`src/sls_pkg.sv`:
```
// Shared constants, enumerations and timing counts of the snooze logging sequencer
package sls_pkg;

  // ----------------------------------------------------------------
  // Clock and timing
  // ----------------------------------------------------------------
  localparam longint unsigned CLK_HZ = 200_000_000;
  localparam longint unsigned MINUTE_S = 60;
  localparam logic [33:0] MINUTE_CYCLES = 34'(MINUTE_S * CLK_HZ);
  localparam logic [4:0] INTERVAL_COUNT = 5'h1e;
  localparam int unsigned ALARM_HOURS = 24;
  localparam logic [10:0] ALARM_MINUTES = 11'(ALARM_HOURS * 60);

  // ----------------------------------------------------------------
  // Data widths and buffer
  // ----------------------------------------------------------------
  localparam int unsigned SAMPLE_W = 12;
  localparam int unsigned IDX_W = 4;
  localparam logic [IDX_W-1:0] BUF_LAST = 4'hf;

  // ----------------------------------------------------------------
  // Power modes and wake causes
  // ----------------------------------------------------------------
  localparam logic [1:0] MODE_STANDBY = 2'h0;
  localparam logic [1:0] MODE_SNOOZE = 2'h1;
  localparam logic [1:0] MODE_NORMAL = 2'h2;
  localparam logic [1:0] CAUSE_NONE = 2'h0;
  localparam logic [1:0] CAUSE_ALARM = 2'h1;
  localparam logic [1:0] CAUSE_BUTTON = 2'h2;
  localparam logic [1:0] CAUSE_CMP = 2'h3;

  // ----------------------------------------------------------------
  // State enumerations
  // ----------------------------------------------------------------
  typedef enum logic [2:0] {
    ST_STANDBY,
    ST_CONV,
    ST_XFER,
    ST_NORMAL,
    ST_REARM
  } sls_state_t;

  typedef enum logic [2:0] {
    XS_IDLE,
    XS_CH0,
    XS_CH1,
    XS_REF,
    XS_INP,
    XS_CMP
  } sls_xstep_t;

endpackage

```
`src/sls_xfer_if.sv`:
```
// Link between sequencer control and the chained transfer unit
`timescale 1ns/100ps
interface sls_xfer_if;
  logic conv_end;
  logic [11:0] ch0;
  logic [11:0] ch1;
  logic [11:0] threshold;
  logic [3:0] rd_idx;
  logic done;
  logic hit;
  logic [3:0] wr_idx;
  logic [11:0] rd_ch0;
  logic [11:0] rd_ch1;

  // Sequencer side
  modport ctrl (
    output conv_end, ch0, ch1, threshold, rd_idx,
    input done, hit, wr_idx, rd_ch0, rd_ch1
  );

  // Transfer unit side
  modport unit (
    input conv_end, ch0, ch1, threshold, rd_idx,
    output done, hit, wr_idx, rd_ch0, rd_ch1
  );
endinterface

```
`src/sls_interval_timer.sv`:
```
// Cascaded minute tick timer and interval count timer
`timescale 1ns/100ps
module sls_interval_timer #(
  parameter logic [33:0] MINUTE_CYCLES = sls_pkg::MINUTE_CYCLES
) (
  // Clock, reset, enable
  input wire logic sys_clk_i,
  input wire logic rst_n_i,
  input wire logic ce_i,
  // Events
  output logic minute_tick_o,
  output logic snooze_req_o
);

  typedef struct packed {
    logic [33:0] min_cnt;
    logic [4:0] int_cnt;
    logic tick;
    logic req;
  } sls_tmr_t;

  sls_tmr_t r_reg;
  sls_tmr_t r_next;

  // Minute underflow feeds the interval counter as its count source
  always_comb begin
    r_next = r_reg;
    r_next.tick = 1'b0;
    r_next.req = 1'b0;
    if (r_reg.min_cnt == MINUTE_CYCLES - 34'h1) begin
      r_next.min_cnt = 34'h0;
      r_next.tick = 1'b1;
      if (r_reg.int_cnt == sls_pkg::INTERVAL_COUNT - 5'h1) begin
        r_next.int_cnt = 5'h0;
        r_next.req = 1'b1;
      end else begin
        r_next.int_cnt = r_reg.int_cnt + 5'h1;
      end
    end else begin
      r_next.min_cnt = r_reg.min_cnt + 34'h1;
    end
  end

  // State register, frozen while the enable is low
  always_ff @(posedge sys_clk_i) begin
    if (!rst_n_i) begin
      r_reg <= '0;
    end else if (ce_i) begin
      r_reg <= r_next;
    end
  end

  assign minute_tick_o = r_reg.tick;
  assign snooze_req_o = r_reg.req;
endmodule

```
`src/sls_xfer_unit.sv`:
```
// Chained transfer unit with repeat buffers and threshold comparator
`timescale 1ns/100ps
module sls_xfer_unit (
  // Clock, reset, enable
  input wire logic sys_clk_i,
  input wire logic rst_n_i,
  input wire logic ce_i,
  // Sequencer link
  sls_xfer_if.unit xf
);

  typedef struct packed {
    sls_pkg::sls_xstep_t step;
    logic [3:0] idx;
    logic [11:0] lat0;
    logic [11:0] lat1;
    logic [11:0] ref_val;
    logic [11:0] inp_val;
    logic done;
    logic hit;
    logic [11:0] rd0;
    logic [11:0] rd1;
  } sls_xu_t;

  sls_xu_t r_reg;
  sls_xu_t r_next;
  logic [11:0] buf0 [16];
  logic [11:0] buf1 [16];

  // Repeat mode destination: advance and wrap at the buffer end
  function automatic logic [3:0] idx_inc(input logic [3:0] i);
    idx_inc = (i == sls_pkg::BUF_LAST) ? 4'h0 : i + 4'h1;
  endfunction

  // One conversion end drives the whole four-move chain
  always_comb begin
    r_next = r_reg;
    r_next.done = 1'b0;
    r_next.hit = 1'b0;
    r_next.rd0 = buf0[xf.rd_idx];
    r_next.rd1 = buf1[xf.rd_idx];
    case (r_reg.step)
      sls_pkg::XS_IDLE: begin
        if (xf.conv_end) begin
          r_next.lat0 = xf.ch0;
          r_next.lat1 = xf.ch1;
          r_next.step = sls_pkg::XS_CH0;
        end
      end
      sls_pkg::XS_CH0: r_next.step = sls_pkg::XS_CH1;
      sls_pkg::XS_CH1: begin
        r_next.idx = idx_inc(r_reg.idx);
        r_next.step = sls_pkg::XS_REF;
      end
      sls_pkg::XS_REF: begin
        r_next.ref_val = xf.threshold;
        r_next.step = sls_pkg::XS_INP;
      end
      sls_pkg::XS_INP: begin
        r_next.inp_val = r_reg.lat1;
        r_next.step = sls_pkg::XS_CMP;
      end
      sls_pkg::XS_CMP: begin
        r_next.hit = (r_reg.inp_val >= r_reg.ref_val);
        r_next.done = 1'b1;
        r_next.step = sls_pkg::XS_IDLE;
      end
      default: r_next.step = sls_pkg::XS_IDLE;
    endcase
  end

  // State register
  always_ff @(posedge sys_clk_i) begin
    if (!rst_n_i) begin
      r_reg <= '0;
    end else if (ce_i) begin
      r_reg <= r_next;
    end
  end

  // Buffer memory kept apart from the state word; contents need no reset
  always_ff @(posedge sys_clk_i) begin
    if (ce_i && r_reg.step == sls_pkg::XS_CH0) begin
      buf0[r_reg.idx] <= r_reg.lat0;
    end
    if (ce_i && r_reg.step == sls_pkg::XS_CH1) begin
      buf1[r_reg.idx] <= r_reg.lat1;
    end
  end

  assign xf.done = r_reg.done;
  assign xf.hit = r_reg.hit;
  assign xf.wr_idx = r_reg.idx;
  assign xf.rd_ch0 = r_reg.rd0;
  assign xf.rd_ch1 = r_reg.rd1;
endmodule

```
`src/sls_sequencer.sv`:
```
// Top of the snooze logging sequencer: power mode control and wake handling
`timescale 1ns/100ps

// Functional notes
// - First timer underflows once per minute and clocks the second timer.
// - Second timer requests snooze after thirty minute underflows.
// - Snooze request starts a conversion through the event link.
// - Each snooze that reaches conversion end stores both channel results into buffers by hardware.
// - Chain moves ch0, ch1, threshold to reference, ch1 to compare input.
// - Buffers wrap in repeat mode; one conversion end triggers all moves.
// - Comparator fires when result is greater than or equal threshold.
// - Comparator event cancels snooze and enters normal mode.
// - Chain completion ends snooze back to standby.
// - Alarm, button or comparator wake into normal mode for serial output.
// - Alarm cancels low power once every twenty-four hours.
// - After serial output the device returns to standby cycling.
// - After an alarm wake the next alarm is set before standby.
module sls_sequencer #(
  parameter logic [33:0] MINUTE_CYCLES = sls_pkg::MINUTE_CYCLES,
  parameter logic [10:0] ALARM_MINUTES = sls_pkg::ALARM_MINUTES
) (
  // Clock, reset, enable
  input wire logic sys_clk_i,
  input wire logic rst_n_i,
  input wire logic ce_i,
  // Converter
  output logic adc_start_o,
  input wire logic adc_end_i,
  input wire logic [11:0] adc_ch0_i,
  input wire logic [11:0] adc_ch1_i,
  // Level judgment setting
  input wire logic [11:0] threshold_i,
  // Wake pin and serial port
  input wire logic button_irq_i,
  output logic tx_req_o,
  input wire logic serial_done_i,
  // Buffer readout
  input wire logic [3:0] rd_idx_i,
  output logic [11:0] rd_ch0_o,
  output logic [11:0] rd_ch1_o,
  output logic [3:0] wr_idx_o,
  // Status
  output logic [1:0] mode_o,
  output logic [1:0] wake_cause_o,
  output logic cmp_irq_o,
  output logic xfer_done_o,
  output logic alarm_pend_o
);

  // ----------------------------------------------------------------
  // State word
  // ----------------------------------------------------------------
  typedef struct packed {
    sls_pkg::sls_state_t st;
    logic [1:0] mode;
    logic [1:0] cause;
    logic adc_start;
    logic tx_req;
    logic alarm_pend;
    logic [10:0] alarm_min;
    logic btn_s1;
    logic btn_s2;
    logic btn_s3;
    logic cmp_irq;
    logic xfer_done;
    logic [3:0] wr_idx;
    logic [11:0] rd0;
    logic [11:0] rd1;
  } sls_seq_t;

  sls_seq_t r_reg;
  sls_seq_t r_next;
  logic minute_tick;
  logic snooze_req;
  logic btn_edge;
  logic alarm_set;

  sls_xfer_if xf ();

  // ----------------------------------------------------------------
  // Sub-blocks
  // ----------------------------------------------------------------
  // Cascaded timers: minute source and thirty-minute interval
  sls_interval_timer #(
    .MINUTE_CYCLES(MINUTE_CYCLES)
  ) u_timer (
    .sys_clk_i(sys_clk_i),
    .rst_n_i(rst_n_i),
    .ce_i(ce_i),
    .minute_tick_o(minute_tick),
    .snooze_req_o(snooze_req)
  );

  // Chained transfer and threshold compare
  sls_xfer_unit u_xfer (
    .sys_clk_i(sys_clk_i),
    .rst_n_i(rst_n_i),
    .ce_i(ce_i),
    .xf(xf)
  );

  // Mode presented to the outside for a given sequencer state
  function automatic logic [1:0] mode_of(input sls_pkg::sls_state_t s);
    case (s)
      sls_pkg::ST_CONV: mode_of = sls_pkg::MODE_SNOOZE;
      sls_pkg::ST_XFER: mode_of = sls_pkg::MODE_SNOOZE;
      sls_pkg::ST_NORMAL: mode_of = sls_pkg::MODE_NORMAL;
      sls_pkg::ST_REARM: mode_of = sls_pkg::MODE_NORMAL;
      default: mode_of = sls_pkg::MODE_STANDBY;
    endcase
  endfunction

  // Wake cause of alarm and button wakes, transfer step included; the sticky alarm outranks the button
  function automatic logic [1:0] pin_cause(input logic pend);
    pin_cause = pend ? sls_pkg::CAUSE_ALARM : sls_pkg::CAUSE_BUTTON;
  endfunction

  // ----------------------------------------------------------------
  // Link to the transfer unit
  // ----------------------------------------------------------------
  // Conversion end only counts while a snooze conversion is pending
  assign xf.conv_end = adc_end_i && r_reg.st == sls_pkg::ST_CONV;
  assign xf.ch0 = adc_ch0_i;
  assign xf.ch1 = adc_ch1_i;
  assign xf.threshold = threshold_i;
  assign xf.rd_idx = rd_idx_i;

  // Button edge only from the settled stages, never the first one
  assign btn_edge = r_reg.btn_s2 && !r_reg.btn_s3;

  // Daily alarm reaches its mark on the last minute of the day
  assign alarm_set = minute_tick && (r_reg.alarm_min == ALARM_MINUTES - 11'h1);

  // ----------------------------------------------------------------
  // Next state
  // ----------------------------------------------------------------
  always_comb begin
    r_next = r_reg;
    r_next.adc_start = 1'b0;
    r_next.tx_req = 1'b0;
    r_next.btn_s1 = button_irq_i;
    r_next.btn_s2 = r_reg.btn_s1;
    r_next.btn_s3 = r_reg.btn_s2;
    r_next.cmp_irq = xf.hit;
    r_next.xfer_done = xf.done;
    r_next.wr_idx = xf.wr_idx;
    r_next.rd0 = xf.rd_ch0;
    r_next.rd1 = xf.rd_ch1;

    // Real-time alarm: minutes of the day, sticky pending flag
    if (minute_tick) begin
      r_next.alarm_min = alarm_set ? 11'h0 : r_reg.alarm_min + 11'h1;
    end
    if (alarm_set) begin
      r_next.alarm_pend = 1'b1;
    end

    case (r_reg.st)
      sls_pkg::ST_STANDBY: begin
        if (r_reg.alarm_pend || btn_edge) begin
          r_next.st = sls_pkg::ST_NORMAL;
          r_next.cause = pin_cause(r_reg.alarm_pend);
          r_next.tx_req = 1'b1;
        end else if (snooze_req) begin
          r_next.st = sls_pkg::ST_CONV;
          r_next.adc_start = 1'b1;
        end
      end
      sls_pkg::ST_CONV: begin
        if (r_reg.alarm_pend || btn_edge) begin
          r_next.st = sls_pkg::ST_NORMAL;
          r_next.cause = pin_cause(r_reg.alarm_pend);
          r_next.tx_req = 1'b1;
        end else if (adc_end_i) begin
          r_next.st = sls_pkg::ST_XFER;
        end
      end
      sls_pkg::ST_XFER: begin
        // Comparator checked first so a same-cycle completion cannot hide it
        if (xf.hit) begin
          r_next.st = sls_pkg::ST_NORMAL;
          r_next.cause = sls_pkg::CAUSE_CMP;
          r_next.tx_req = 1'b1;
        end else if (r_reg.alarm_pend || btn_edge) begin
          r_next.st = sls_pkg::ST_NORMAL;
          r_next.cause = pin_cause(r_reg.alarm_pend);
          r_next.tx_req = 1'b1;
        end else if (xf.done) begin
          r_next.st = sls_pkg::ST_STANDBY;
        end
      end
      sls_pkg::ST_NORMAL: begin
        // Wake events arriving here are not queued, except the sticky alarm
        if (serial_done_i) begin
          r_next.st = (r_reg.cause == sls_pkg::CAUSE_ALARM) ? sls_pkg::ST_REARM : sls_pkg::ST_STANDBY;
        end
      end
      sls_pkg::ST_REARM: begin
        // Next alarm one day on; a fresh alarm in this cycle still wins
        r_next.alarm_min = 11'h0;
        r_next.alarm_pend = alarm_set;
        r_next.st = sls_pkg::ST_STANDBY;
      end
      default: r_next.st = sls_pkg::ST_STANDBY;
    endcase
    r_next.mode = mode_of(r_next.st);
  end

  // ----------------------------------------------------------------
  // State register
  // ----------------------------------------------------------------
  // Synchronous reset, whole word frozen while the enable is low
  always_ff @(posedge sys_clk_i) begin
    if (!rst_n_i) begin
      r_reg <= '0;
    end else if (ce_i) begin
      r_reg <= r_next;
    end
  end

  // Outputs straight from the state word
  assign adc_start_o = r_reg.adc_start;
  assign tx_req_o = r_reg.tx_req;
  assign mode_o = r_reg.mode;
  assign wake_cause_o = r_reg.cause;
  assign cmp_irq_o = r_reg.cmp_irq;
  assign xfer_done_o = r_reg.xfer_done;
  assign wr_idx_o = r_reg.wr_idx;
  assign rd_ch0_o = r_reg.rd0;
  assign rd_ch1_o = r_reg.rd1;
  assign alarm_pend_o = r_reg.alarm_pend;
endmodule

```
`config.mk`:
```
export PLATFORM = sky130hd
export DESIGN_NAME = sls_sequencer
export DESIGN_NICKNAME = d
export VERILOG_FILES = /design/src/sls_pkg.sv /design/src/sls_xfer_if.sv /design/src/sls_interval_timer.sv /design/src/sls_xfer_unit.sv /design/src/sls_sequencer.sv
export SDC_FILE = /design/constraint.sdc
export NUM_CORES = 1
export LEC_CHECK = 0
export BUFFER_PORTS_ARGS = -buffer_cell sky130_fd_sc_hd__buf_2
export CORE_UTILIZATION = 50
export CTS_CLUSTER_SIZE = 12
export DETAILED_ROUTE_END_ITERATION = 12
export GPL_ROUTABILITY_DRIVEN = 0
export HOLD_SLACK_MARGIN = 0.05
export PLACE_DENSITY = 0.67
export RECOVER_POWER = 100
export SLEW_MARGIN = 15
export SYNTH_ARGS = -nofsm -noshare
export SYNTH_HDL_FRONTEND = slang
export SYNTH_SLANG_ARGS = --single-unit
```
`constraint.sdc`:
```
create_clock -name sys_clk_i -period 3 [get_ports sys_clk_i]
set_clock_uncertainty 0.15 [all_clocks]
set_input_delay 0.45 -clock sys_clk_i [delete_from_list [all_inputs] [get_ports sys_clk_i]]
set_output_delay 0.45 -clock sys_clk_i [all_outputs]
set_load 0.01 [all_outputs]
```
==> summary.txt, run 1 <==
Clock network
  • Clock tree buffer depth: 3
  • CTS tree: done
  • Post-CTS setup buffer count: 0
  • H-tree depth: 2
  • Clk sinks: 560
  • Clock Latency Late Sink: 580 ps
  • Cts-stage hold buffer count: 36
  • Root buf cell: clkbuf_16
  • Post_cts resized: 0
  • TritonCTS Buffers: 55
  • Clk slew on worst S/H paths: 60 ps

Critical path
  • Critical Path AT: 2700 ps
  • FF-to-FF path depth: 4
  • Worst Setup End Kind: register
  • Worst r2r dst: u_xfer.buf0[6][1]
  • Critical-path maximum fanout: 12
  • Origin of the critical flop-to-flop path: u_xfer.xf.wr_idx[2]
  • Reg2Reg Setup Slack: 330 ps
  • Crit-path cells: nand2b_1, nor2_1, and2_1, clkbuf_1
  • Worst path slowest cell: clkbuf_1
  • Crit path kind: register to register
  • Buffers & Inverters on Critical Path: 1
  • Crit-path leading delay family: buffers and inverters
  • Worst Path Required: 3030 ps
  • CP peak stage delay: 830 ps
  • CP Launch Type: register

Routing
  • DRT iter0 DRCs: 1,112
  • DRT antenna net count: 0
  • TritonRoute pass-1 iters: 5
  • Avg WL per Cell: 22.16 um
  • Vias: 13,000
  • Final WL: 49,910 um
  • DR vias/cell: 5.773
  • DRC viols: 0

Floorplanning
  • Die height: 212.0 um
  • Initial Util: 0.5099
  • Die area: 44,960 sq um
  • Die W: 212.0 um
  • Core ar.: 43,270 sq um
  • Row count: 76
  • Ports: 83

Outcome
  • Status: complete, no violations

Global routing
  • Total global routing overflow: 0
  • Largest net degree at the start of global routing: 49
  • First-pass GRT wire length: 76,200 um
  • Gr usage total: 0.2257
  • Initial antenna violation count: 0
  • Via count of the first global-routing pass: 12,970

Placement
  • Placed insts: 2,116
  • DP HPWL: 30,410 um
  • # port buffers: 82

Cells and area
  • Commonest non-fill, non-tap cell in the layout: edfxtp_1
  • Fraction of final layout cells with drive strength greater than 1: 0.1494
  • Commonest non-fill, non-tap cells in the layout: edfxtp_1 (384), dfxtp_1 (176), nand2_1 (139), nor2_1 (116), clkbuf_1 (105)
  • Ant. Diodes: 0
  • Synth-to-layout area growth: 13.12%
  • Final non-filler cell total: 2,252
  • Final nets: 1,690
  • Fillcell total: 3,417

Hold path
  • Hold Crit Class: primary input to register
  • Min-Delay Endpoint: u_xfer.r_reg[73]
  • Hold path depth: 3
  • Hold Path Origin: adc_ch0_i[11]

Timing
  • Final setup viols: 0
  • Setup tns final: 0 ps
  • Slew Viols, Final: 0
  • RSZ-0062 raised after global routing: false
  • Final period util: 0.8899
  • Worst Tran Pin Value: 1128 ps
  • Fmax: 374.6 MHz
  • Max-Slew Margin vs Limit: 0.2480
  • Period minus WS final: 2670 ps
  • Hold Fails Final Rpt: 0

Synth
  • Mapped Cells: 1,496
  • Synth cell types: 55
  • Number of synthesized flops with an enable pin: 384
  • Synth warn: 0
  • Mapped Area: 22,060 sq um
  • Synth Register Bits: 560
  • Asr flop ratio synth: 0
  • Top_reg_cell synth: edfxtp_1
  • Seq/Total Area, Yosys: 0.6824
  • Average size of a mapped cell: 14.75 sq um
  • Net count after synthesis: 1,562

Power and ir drop
  • Pwr dens: 606.7 nW/um^2
  • Leakage dissipation: 8.227 nW
  • Peak supply drop: 437.5 uV

Run
  • Max cap viols: 0
## cell type report
cell class	instances	area, sq um	share of cell area
clock buffer	93	1615	0.06473
timing repair buffer	189	1181	0.04733
clock inverter	7	30.03	0.001203
sequential	560	15050	0.6033
inverter	21	80.08	0.003209
tap	585	732.0	0.02933
multi-input combinational	797	6262	0.2509
## cell families (layout without fill, tap and decap cells)
family                   count (synthesis)  in the layout  synth area share
buffers and inverters                  139            310           0.03346
AO/OA/AOI/OAI                          229            229           0.06528
XOR/XNOR                                33             33           0.01310
flip-flops                             560            560            0.6824
multiplexers                           132            132            0.1143
AND/OR/NAND/NOR                        383            383           0.08003
adder cells (fa/ha/maj)                 20             20           0.01134
## worst register-to-register path, cell delays in order (launching register included)
cell and delay, ps:
dfxtp_1 640, nand2b_1 290, nor2_1 230, and2_1 150, clkbuf_1 830
## how the worst max path moves through the flow
stage	from	to	slack [ps]	depth (start not counted)
2_1_floorplan	ce_i	u_xfer.buf1[3][0]	230	6
3_3_place_gp	rd_idx_i[0]	u_xfer.xf.rd_ch0[10]	590	6
3_5_place_dp	rd_idx_i[0]	u_xfer.xf.rd_ch0[9]	600	6
4_1_cts	u_timer.r_reg[21]	u_timer.r_reg[17]	630	6
5_1_grt	u_xfer.xf.wr_idx[2]	u_xfer.buf0[6][9]	220	4
6_report	u_xfer.xf.wr_idx[2]	u_xfer.buf0[6][1]	330	4
## metrics by stage
step	power, W	util	area (sq um)	hold slack [ps]	setup WS [ps]
after floorplan	0.008752	-	22060	286.3	226.3
after global placement	0.008924	0.5364	23210	296.3	592.8
after detailed placement	0.008932	0.5364	23210	296.5	600.4
after CTS	0.01526	0.5827	25210	69.53	627.7
after global routing	0.01558	0.5768	24960	95.22	218.4
final	0.01514	0.5768	24960	107.6	330.4
## cell usage after synthesis, types with 2 or more instances
library cell	count	share of area
edfxtp_1	384	0.52
dfxtp_1	176	0.16
nand2_1	139	0.024
nor2_1	117	0.020
a21oi_1	104	0.024
mux4_2	96	0.098
a22oi_1	49	0.017
clkbuf_1	47	0.0080
mux2i_1	36	0.016
buf_4	35	0.012
xor2_1	26	0.010
buf_2	25	0.0057
nand3_1	22	0.0050
nand4_1	21	0.0060
a31o_1	20	0.0079
ha_1	20	0.011
inv_1	20	0.0034
o21ai_0	20	0.0045
and2_1	18	0.0051
and3_1	13	0.0037
nor3_1	11	0.0025
a31oi_1	10	0.0028
nor2b_1	9	0.0026
buf_6	7	0.0036
xnor2_1	7	0.0028
or3_1	6	0.0017
a21o_1	4	0.0014
a31o_2	4	0.0016
nand2b_1	4	0.0011
nor4_1	4	0.0011
o21a_1	4	0.0014
and4_1	3	0.0012
buf_1	3	0.00051
nor4b_1	3	0.0012
or4_1	3	0.0010
a311oi_1	2	0.00079
a41oi_1	2	0.00079
nand3b_1	2	0.00068
nor3b_1	2	0.00068
o211ai_1	2	0.00068
o31ai_1	2	0.00068
## where the power goes
group	internal [W]	switching, W
sequential	0.00820	0.0000464
clock	0.00363	0.00272
combinational	0.000249	0.000300
total	0.0121	0.00306
## routing by layer
| metal | wire length, um | track usage | vias to the layer above |
|---|---|---|---|
| li1 | - | - | 5893 |
| met1 | 20900 | 0.3026 | 6600 |
| met2 | 24990 | 0.3778 | 418 |
| met3 | 2823 | 0.03486 | 89 |
| met4 | 1201 | 0.07446 | 0 |
| met5 | 0 | 0 | - |
Power figures use the tool's default switching activity.
==> inputs of run 2 (changes only) <==
--- a/config.mk
+++ b/config.mk
@@ -5,13 +5,15 @@
 export SDC_FILE = /design/constraint.sdc
 export NUM_CORES = 1
 export LEC_CHECK = 0
+export ABC_AREA = 1
 export BUFFER_PORTS_ARGS = -buffer_cell sky130_fd_sc_hd__buf_2
 export CORE_UTILIZATION = 50
 export CTS_CLUSTER_SIZE = 12
 export DETAILED_ROUTE_END_ITERATION = 12
 export GPL_ROUTABILITY_DRIVEN = 0
 export HOLD_SLACK_MARGIN = 0.05
-export PLACE_DENSITY = 0.67
+export MAX_ROUTING_LAYER = met4
+export PLACE_DENSITY = 0.73
 export RECOVER_POWER = 100
 export SLEW_MARGIN = 15
 export SYNTH_ARGS = -nofsm -noshare
==> run 2 against run 1 <==
The flow now finishes with violations (max-capacitance violations, max-slew violations). Worst hold slack worse by 27 ps. Clock power rose by 2%. Synthesized cell count grew 60%. Combinational power up 61%.
==> summary.txt, run 2 <==
Outcome
  • Status: complete, but fails checks
  • Failing checks: max-capacitance violations, max-slew violations

Global routing
  • Via count of the first global-routing pass: 16,480 (+27%)
  • Total global routing overflow: 0 (unchanged)
  • Gr usage total: 0.2531 (+0.02737)
  • Largest net degree at the start of global routing: 161 (+230%)
  • First-pass GRT wire length: 90,750 um (+19%)
  • Initial antenna violation count: 0 (unchanged)

Run
  • Max cap viols: 1 (+1)

Critical path
  • Critical Path AT: 2590 ps (-110 ps)
  • Crit path kind: register to register
  • Critical-path maximum fanout: 12 (unchanged)
  • Worst Path Required: 3040 ps (about the same)
  • Worst Setup End Kind: register
  • CP Launch Type: register

Power and ir drop
  • Peak supply drop: 488.5 uV (+12%)
  • Pwr dens: 599.6 nW/um^2 (-1.2%)
  • Total power: 0.01575 W (+4.0%)
  • Leakage dissipation: 10.07 nW (+22%)

Timing
  • Period minus WS final: 2545 ps (-124.8 ps)
  • Worst Tran Pin Value: 1594 ps (+465.8 ps)
  • Final period util: 0.8483 (-0.04160)
  • Final setup viols: 0 (unchanged)
  • RSZ-0062 raised after global routing: false
  • Max-Slew Margin vs Limit: -0.06250 (-0.3105)
  • Setup tns final: 0 ps (unchanged)
  • Fmax: 393.0 MHz (+4.9%)
  • Hold Fails Final Rpt: 0 (unchanged)
  • Slew Viols, Final: 74 (+74)

Synth
  • Synth cell types: 40 (-27%)
  • Net count after synthesis: 2,462 (+58%)
  • Simple-gate share of the synthesized area: 0.2291 (+0.1491)
  • Compound-Gate Fraction of Synth Area: 0.05513 (-0.01015)
  • Largest cells by area after synthesis: edfxtp_1 (49%), dfxtp_1 (15%), nand2_1 (10%)
  • Synth Area in XOR/XNOR: 0.003732 (-0.009370)
  • Top_reg_cell synth: edfxtp_1
  • Mapped Area: 23,470 sq um (+6.4%)
  • Average size of a mapped cell: 9.794 sq um (-34%)
  • Seq/Total Area, Yosys: 0.6415 (-0.04090)
  • Cell with the most instances after synthesis: nand2_1
  • Number of synthesized flops with an enable pin: 384 (unchanged)
  • Mapped Cells: 2,396 (+60%)
  • Yosys top cell area share: 0.4914 (-0.03133)
  • Adder-cell share of the synthesized area: 0.01066 (-0.0006798)
  • Main combinational cell family by area after synthesis: simple AND/OR/NAND/NOR gates
  • Synth Register Bits: 560 (unchanged)
  • Most frequent cells after synthesis: nand2_1 (623), edfxtp_1 (384), nand3_1 (351), dfxtp_1 (176), nor2_1 (169)
  • Synth area leader: edfxtp_1
  • Asr flop ratio synth: 0 (unchanged)
  • Synth warn: 0 (unchanged)
  • Mux cell area share after synthesis: 0 (-0.1143)

Floorplanning
  • Ports: 83 (unchanged)
  • Die area: 47,800 sq um (+6.3%)
  • Die W: 218.6 um (+3.1%)
  • Core ar.: 46,460 sq um (+7.4%)
  • Die height: 218.6 um (+3.1%)
  • Row count: 79 (+3.9%)
  • Initial Util: 0.5051 (-0.004744)

Routing
  • TritonRoute pass-1 iters: 9 (+4)
  • DR vias/cell: 5.587 (-3.2%)
  • DRT iter0 DRCs: 1,946 (+75%)
  • Final WL: 58,900 um (+18%)
  • DRT antenna net count: 0 (unchanged)
  • DRC viols: 0 (unchanged)
  • Vias: 17,460 (+34%)
  • Avg WL per Cell: 18.85 um (-15%)

Clock network
  • Clock tree buffer depth: 3 (unchanged)
  • Clk slew on worst S/H paths: 60 ps (about the same)
  • Clock Latency Late Sink: 580 ps (about the same)
  • Clk sinks: 560 (unchanged)
  • CTS tree: done
  • TritonCTS Buffers: 55 (unchanged)
  • Root buf cell: clkbuf_16
  • H-tree depth: 2 (unchanged)

Cells and area
  • Ant. Diodes: 0 (unchanged)
  • Commonest non-fill, non-tap cells in the layout: nand2_1 (624), edfxtp_1 (384), nand3_1 (352), dfxtp_1 (176), nor2_1 (169)
  • Fillcell total: 3,902 (+14%)
  • Post-route cell area: 26,270 sq um (+5.3%)
  • Commonest non-fill, non-tap cell in the layout: nand2_1
  • Area of the multi-input gates: 7019 sq um (+12%)
  • Final nets: 2,538 (+50%)
  • Final non-filler cell total: 3,125 (+39%)
  • Fraction of final layout cells with drive strength greater than 1: 0.07506 (-0.07431)
  • Reg area: 15,050 sq um (unchanged)
  • Synth-to-layout area growth: 11.95%

Placement
  • Placed insts: 2,986 (+41%)
  • # port buffers: 82 (unchanged)
  • DP HPWL: 35,110 um (+15%)
  • DP Area: 24,500 sq um (+5.6%)

Hold path
  • Hold Crit Class: primary input to register
## run 2: cell count changes after synthesis, moves of 41 or more
cell and delta:
a22oi_1 -49, nand3_1 +329, nor3_1 +41, inv_1 +130, mux4_2 -96, nor2_1 +52
o21ai_0 +80, nand2_1 +484
## run 2: power breakdown
group | internal (W) | total, W | switching (W)
logic | 0.000285 | 0.000885 | 0.000599
clock network | 0.00371 | 0.00647 | 0.00276
registers | 0.00829 | 0.00840 | 0.000109
total | 0.0123 | 0.0158 | 0.00347
## run 2: cell type report
type	instances	share of cell area
Timing Repair Buffer	175	0.04401
Inverter	160	0.02296
Sequential cell	560	0.5731
Multi-Input combinational cell	1520	0.2672
Clock buffer	101	0.06344
Tap cell	607	0.02891
Clock inverter	2	0.0004287
## run 2: worst paths after layout
kind	start	to	slack, ps	depth (start not counted)
setup / recovery	u_xfer.r_reg[80]	u_xfer.buf1[11][9]	460	6
hold / removal	threshold_i[6]	u_xfer.r_reg[44]	80	3
setup reg to reg	u_xfer.r_reg[80]	u_xfer.buf1[11][9]	460	6
hold reg to reg	u_xfer.r_reg[44]	u_xfer.r_reg[44]	310	2
## run 2: metal layers
layer / global-route usage / vias to the layer above / share of wire
met5: - / - / 0
met4: 0.08928 / 0 / 0.030
met3: 0.02756 / 127 / 0.079
met2: 0.4068 / 791 / 0.48
met1: 0.3334 / 8278 / 0.41
li1: - / 8263 / -
## run 2: stage by stage
stage | setup slack, ps | util | hold WS, ps
global route | 329.8 | 0.5655 | 92.54
finish | 455.2 | 0.5655 | 80.23
global placement | 657.8 | 0.5273 | 289.9
detailed placement | 626.1 | 0.5273 | 302.0
CTS | 800.0 | 0.5712 | 74.13
floorplan | 443.3 | - | 283.1
## run 2: timing repair
item / CTS / global route
gates resized for setup: 0 / 0
hold buffers: 36 / 0
setup buffers: 0 / 0
hold endpoints to repair: 36 / 0
## run 2: kinds of logic (layout without fill, tap and decap cells)
family                   after synthesis  after routing
AO/OA/AOI/OAI                        243            243
adder cells (fa/ha/maj)               20             20
flip-flops                           560            560
buffers and inverters                316            438
XOR/XNOR                              10             10
AND/OR/NAND/NOR                     1247           1247
## run 2: critical path: stages (launching register included)
cell and delay (ps):
dfxtp_1 360, nor2_1 180, nand2_1 140, nor2_1 200
nand2_1 220, nor2_1 140, clkbuf_1 770
==> inputs of run 3 (changes only) <==
--- a/config.mk
+++ b/config.mk
@@ -13,7 +13,7 @@
 export GPL_ROUTABILITY_DRIVEN = 0
 export HOLD_SLACK_MARGIN = 0.05
 export MAX_ROUTING_LAYER = met4
-export PLACE_DENSITY = 0.73
+export PLACE_DENSITY = 0.75
 export RECOVER_POWER = 100
 export SLEW_MARGIN = 15
 export SYNTH_ARGS = -nofsm -noshare
==> constraint.sdc (replaced) <==
create_clock -name sys_clk_i -period 2.2 [get_ports sys_clk_i]
set_clock_uncertainty 0.15 [all_clocks]
set_input_delay 0.33 -clock sys_clk_i [delete_from_list [all_inputs] [get_ports sys_clk_i]]
set_output_delay 0.33 -clock sys_clk_i [all_outputs]
set_load 0.01 [all_outputs]
==> run 3 against run 2 <==
The flow now finishes without violations. Combinational power rose by 49%. Utilization rose by 1.0 points. Sequential share of layout area fell by 0.99 points. Critical endpoint is now u_xfer.buf0[1][4]. Sequential cell count did not move. Via count rose by 0.33%. Global-route usage rose by 0.49 points. Register-to-register slack got worse by 400 ps. Clock power rose by 39%. Sequential power rose by 36%. Clock-buffer cell count fell by 6.
==> summary.txt, run 3 (synthesized netlist as in run 2, its figures left out) <==
Timing
  • Period minus WS final: 2147 ps (-397.9 ps)
  • Slew Viols, Final: 0 (-100%)
  • RSZ-0062 raised after global routing: false
  • Final period util: 0.9759 (+0.1276)
  • Fmax: 465.8 MHz (+19%)
  • Min Hold Slack: 91.95 ps (+11.72 ps)
  • Max-Slew Margin vs Limit: 0.1782 (+0.2407)
  • Hold Fails Final Rpt: 0 (unchanged)
  • Final setup viols: 0 (unchanged)
  • Worst Tran Pin Value: 1233 ps (-361.1 ps)
  • Final setup margin: 53.11 ps (-402.1 ps)

Global routing
  • Total global routing overflow: 0 (unchanged)
  • Largest net degree at the start of global routing: 97 (-40%)
  • First-pass GRT wire length: 92,360 um (+1.8%)
  • Initial antenna violation count: 1 (+1)
  • Gr usage total: 0.2580 (+0.004931)
  • Via count of the first global-routing pass: 16,940 (+2.8%)

Critical path
  • Crit path kind: register to register
  • Worst path slowest cell: dfxtp_1
  • Worst r2r dst: u_xfer.buf0[1][4]
  • FF-to-FF path depth: 6 (unchanged)
  • Crit-path cells: inv_1, ha_1, clkinv_1, clkbuf_2, nor3_1, buf_2
  • Critical-path maximum fanout: 12 (unchanged)
  • Worst Setup End Kind: register
  • CP peak stage delay: 350 ps (-420 ps)
  • Origin of the critical flop-to-flop path: u_xfer.xf.wr_idx[1]
  • Worst Path Required: 2340 ps (-700 ps)
  • CP Launch Type: register
  • Critical Path AT: 2290 ps (-300 ps)
  • Reg2Reg Setup Slack: 50 ps (-400 ps)

Placement
  • DP HPWL: 37,530 um (+6.9%)
  • Worst slack, placed: 129.4 ps (-496.8 ps)
  • DP Area: 24,860 sq um (+1.5%)
  • # port buffers: 82 (unchanged)

Routing
  • TritonRoute pass-1 iters: 5 (-4)
  • DRT iter0 DRCs: 1,863 (-4.3%)
  • Vias: 17,520 (+0.33%)
  • DR vias/cell: 5.531 (-1.0%)
  • Avg WL per Cell: 18.67 um (-0.97%)
  • Final WL: 59,110 um (+0.37%)
  • DRC viols: 0 (unchanged)
  • DRT antenna net count: 0 (unchanged)

Floorplanning
  • Row count: 79 (unchanged)
  • Die height: 218.6 um (unchanged)
  • Core ar.: 46,460 sq um (unchanged)
  • Die W: 218.6 um (unchanged)
  • Die area: 47,800 sq um (unchanged)
  • Initial Util: 0.5051 (unchanged)
  • Ports: 83 (unchanged)

Clock network
  • Clock tree buffer depth: 3 (unchanged)
  • Clock Latency Late Sink: 630 ps (+50 ps)
  • Clk slew on worst S/H paths: 60 ps (about the same)
  • TritonCTS Buffers: 55 (unchanged)
  • Clk sinks: 560 (unchanged)
  • H-tree depth: 2 (unchanged)
  • CTS tree: done
  • Root buf cell: clkbuf_16

Hold path
  • Hold Crit Class: primary input to register
  • Hold Path Origin: serial_done_i
  • Min-Delay Endpoint: r_reg[51]
  • Hold path depth: 6 (+3)

Power and ir drop
  • Peak supply drop: 677.3 uV (+39%)
  • Leakage dissipation: 10.29 nW (+2.2%)
  • Total power: 0.02175 W (+38%)
  • Pwr dens: 813.7 nW/um^2 (+36%)

Cells and area
  • Fraction of final layout cells with drive strength greater than 1: 0.09261 (+0.01755)
  • Post-route cell area: 26,730 sq um (+1.8%)
  • Fillcell total: 3,831 (-1.8%)
  • Commonest non-fill, non-tap cells in the layout: nand2_1 (622), edfxtp_1 (384), nand3_1 (354), dfxtp_1 (176), nor2_1 (168)
  • Commonest non-fill, non-tap cell in the layout: nand2_1
  • Synth-to-layout area growth: 13.92%
  • Final nets: 2,578 (+1.6%)

Run
  • Max cap viols: 0 (-1)

Outcome
  • Status: complete, no violations
-- run 3: worst max-delay path, delay by kind of cell, from the launching register on --
| kind | cells | cell delay [ps] |
|---|---|---|
| flops | 1 | 350 |
| fa+ha+maj | 1 | 160 |
| buf+inv | 4 | 900 |
| simple gates | 1 | 250 |
-- run 3: layout make-up --
class	count	area [sq um]	share of cell area
well taps	607	759.5	0.02841
clock buffers	95	1598	0.05977
clock inverters	9	101.3	0.003791
repair buffers	215	1524	0.05701
diodes	1	2.502	0.00009361
inverters	160	606.8	0.02270
multi-input cells	1520	7087	0.2651
flip-flops and latches	560	15050	0.5631
-- run 3: worst max-delay path by stage --
stage,from,slack (ps),cells after the start,endpoint
after floorplan,ce_i,-240,6,u_xfer.buf1[0][0]
after global placement,u_xfer.r_reg[80],150,6,u_xfer.buf1[2][6]
after detailed placement,u_xfer.r_reg[80],130,6,u_xfer.buf1[5][10]
after CTS,u_xfer.r_reg[80],80,6,u_xfer.buf1[5][1]
after global routing,u_xfer.r_reg[80],8,7,u_xfer.buf1[12][9]
final,u_xfer.xf.wr_idx[1],50,6,u_xfer.buf0[1][4]
-- run 3: timing repair --
action / in CTS / in global routing
hold buffers: 41 / 0
endpoints found under the hold margin: 69 / 0
endpoints found under the setup margin: 0 / 156
buffers inserted: 0 / 1
gates resized for setup: 0 / 3
-- run 3: metrics by stage --
step | util | std cells | TNS (ps)
2_1_floorplan | - | 2396 | -39670
3_3_place_gp | 0.5352 | 3020 | 0
3_5_place_dp | 0.5352 | 3020 | 0
4_1_cts | 0.5806 | 3165 | 0
5_1_grt | 0.5754 | 3167 | 0
6_report | 0.5754 | 3167 | 0
-- run 3: metal layers --
| metal | track usage | routed length, um | vias up |
|---|---|---|---|
| met4 | 0.1280 | 2692 | 0 |
| met5 | - | 0 | - |
| met3 | 0.04259 | 4900 | 140 |
| li1 | - | - | 8339 |
| met1 | 0.3250 | 23660 | 8246 |
| met2 | 0.4039 | 27870 | 791 |
-- run 3: power by group --
| group | switching (W) | total [W] | internal, W |
|---|---|---|---|
| clock network | 0.00396 | 0.00901 | 0.00505 |
| logic | 0.000891 | 0.00132 | 0.000430 |
| registers | 0.000117 | 0.0114 | 0.0113 |
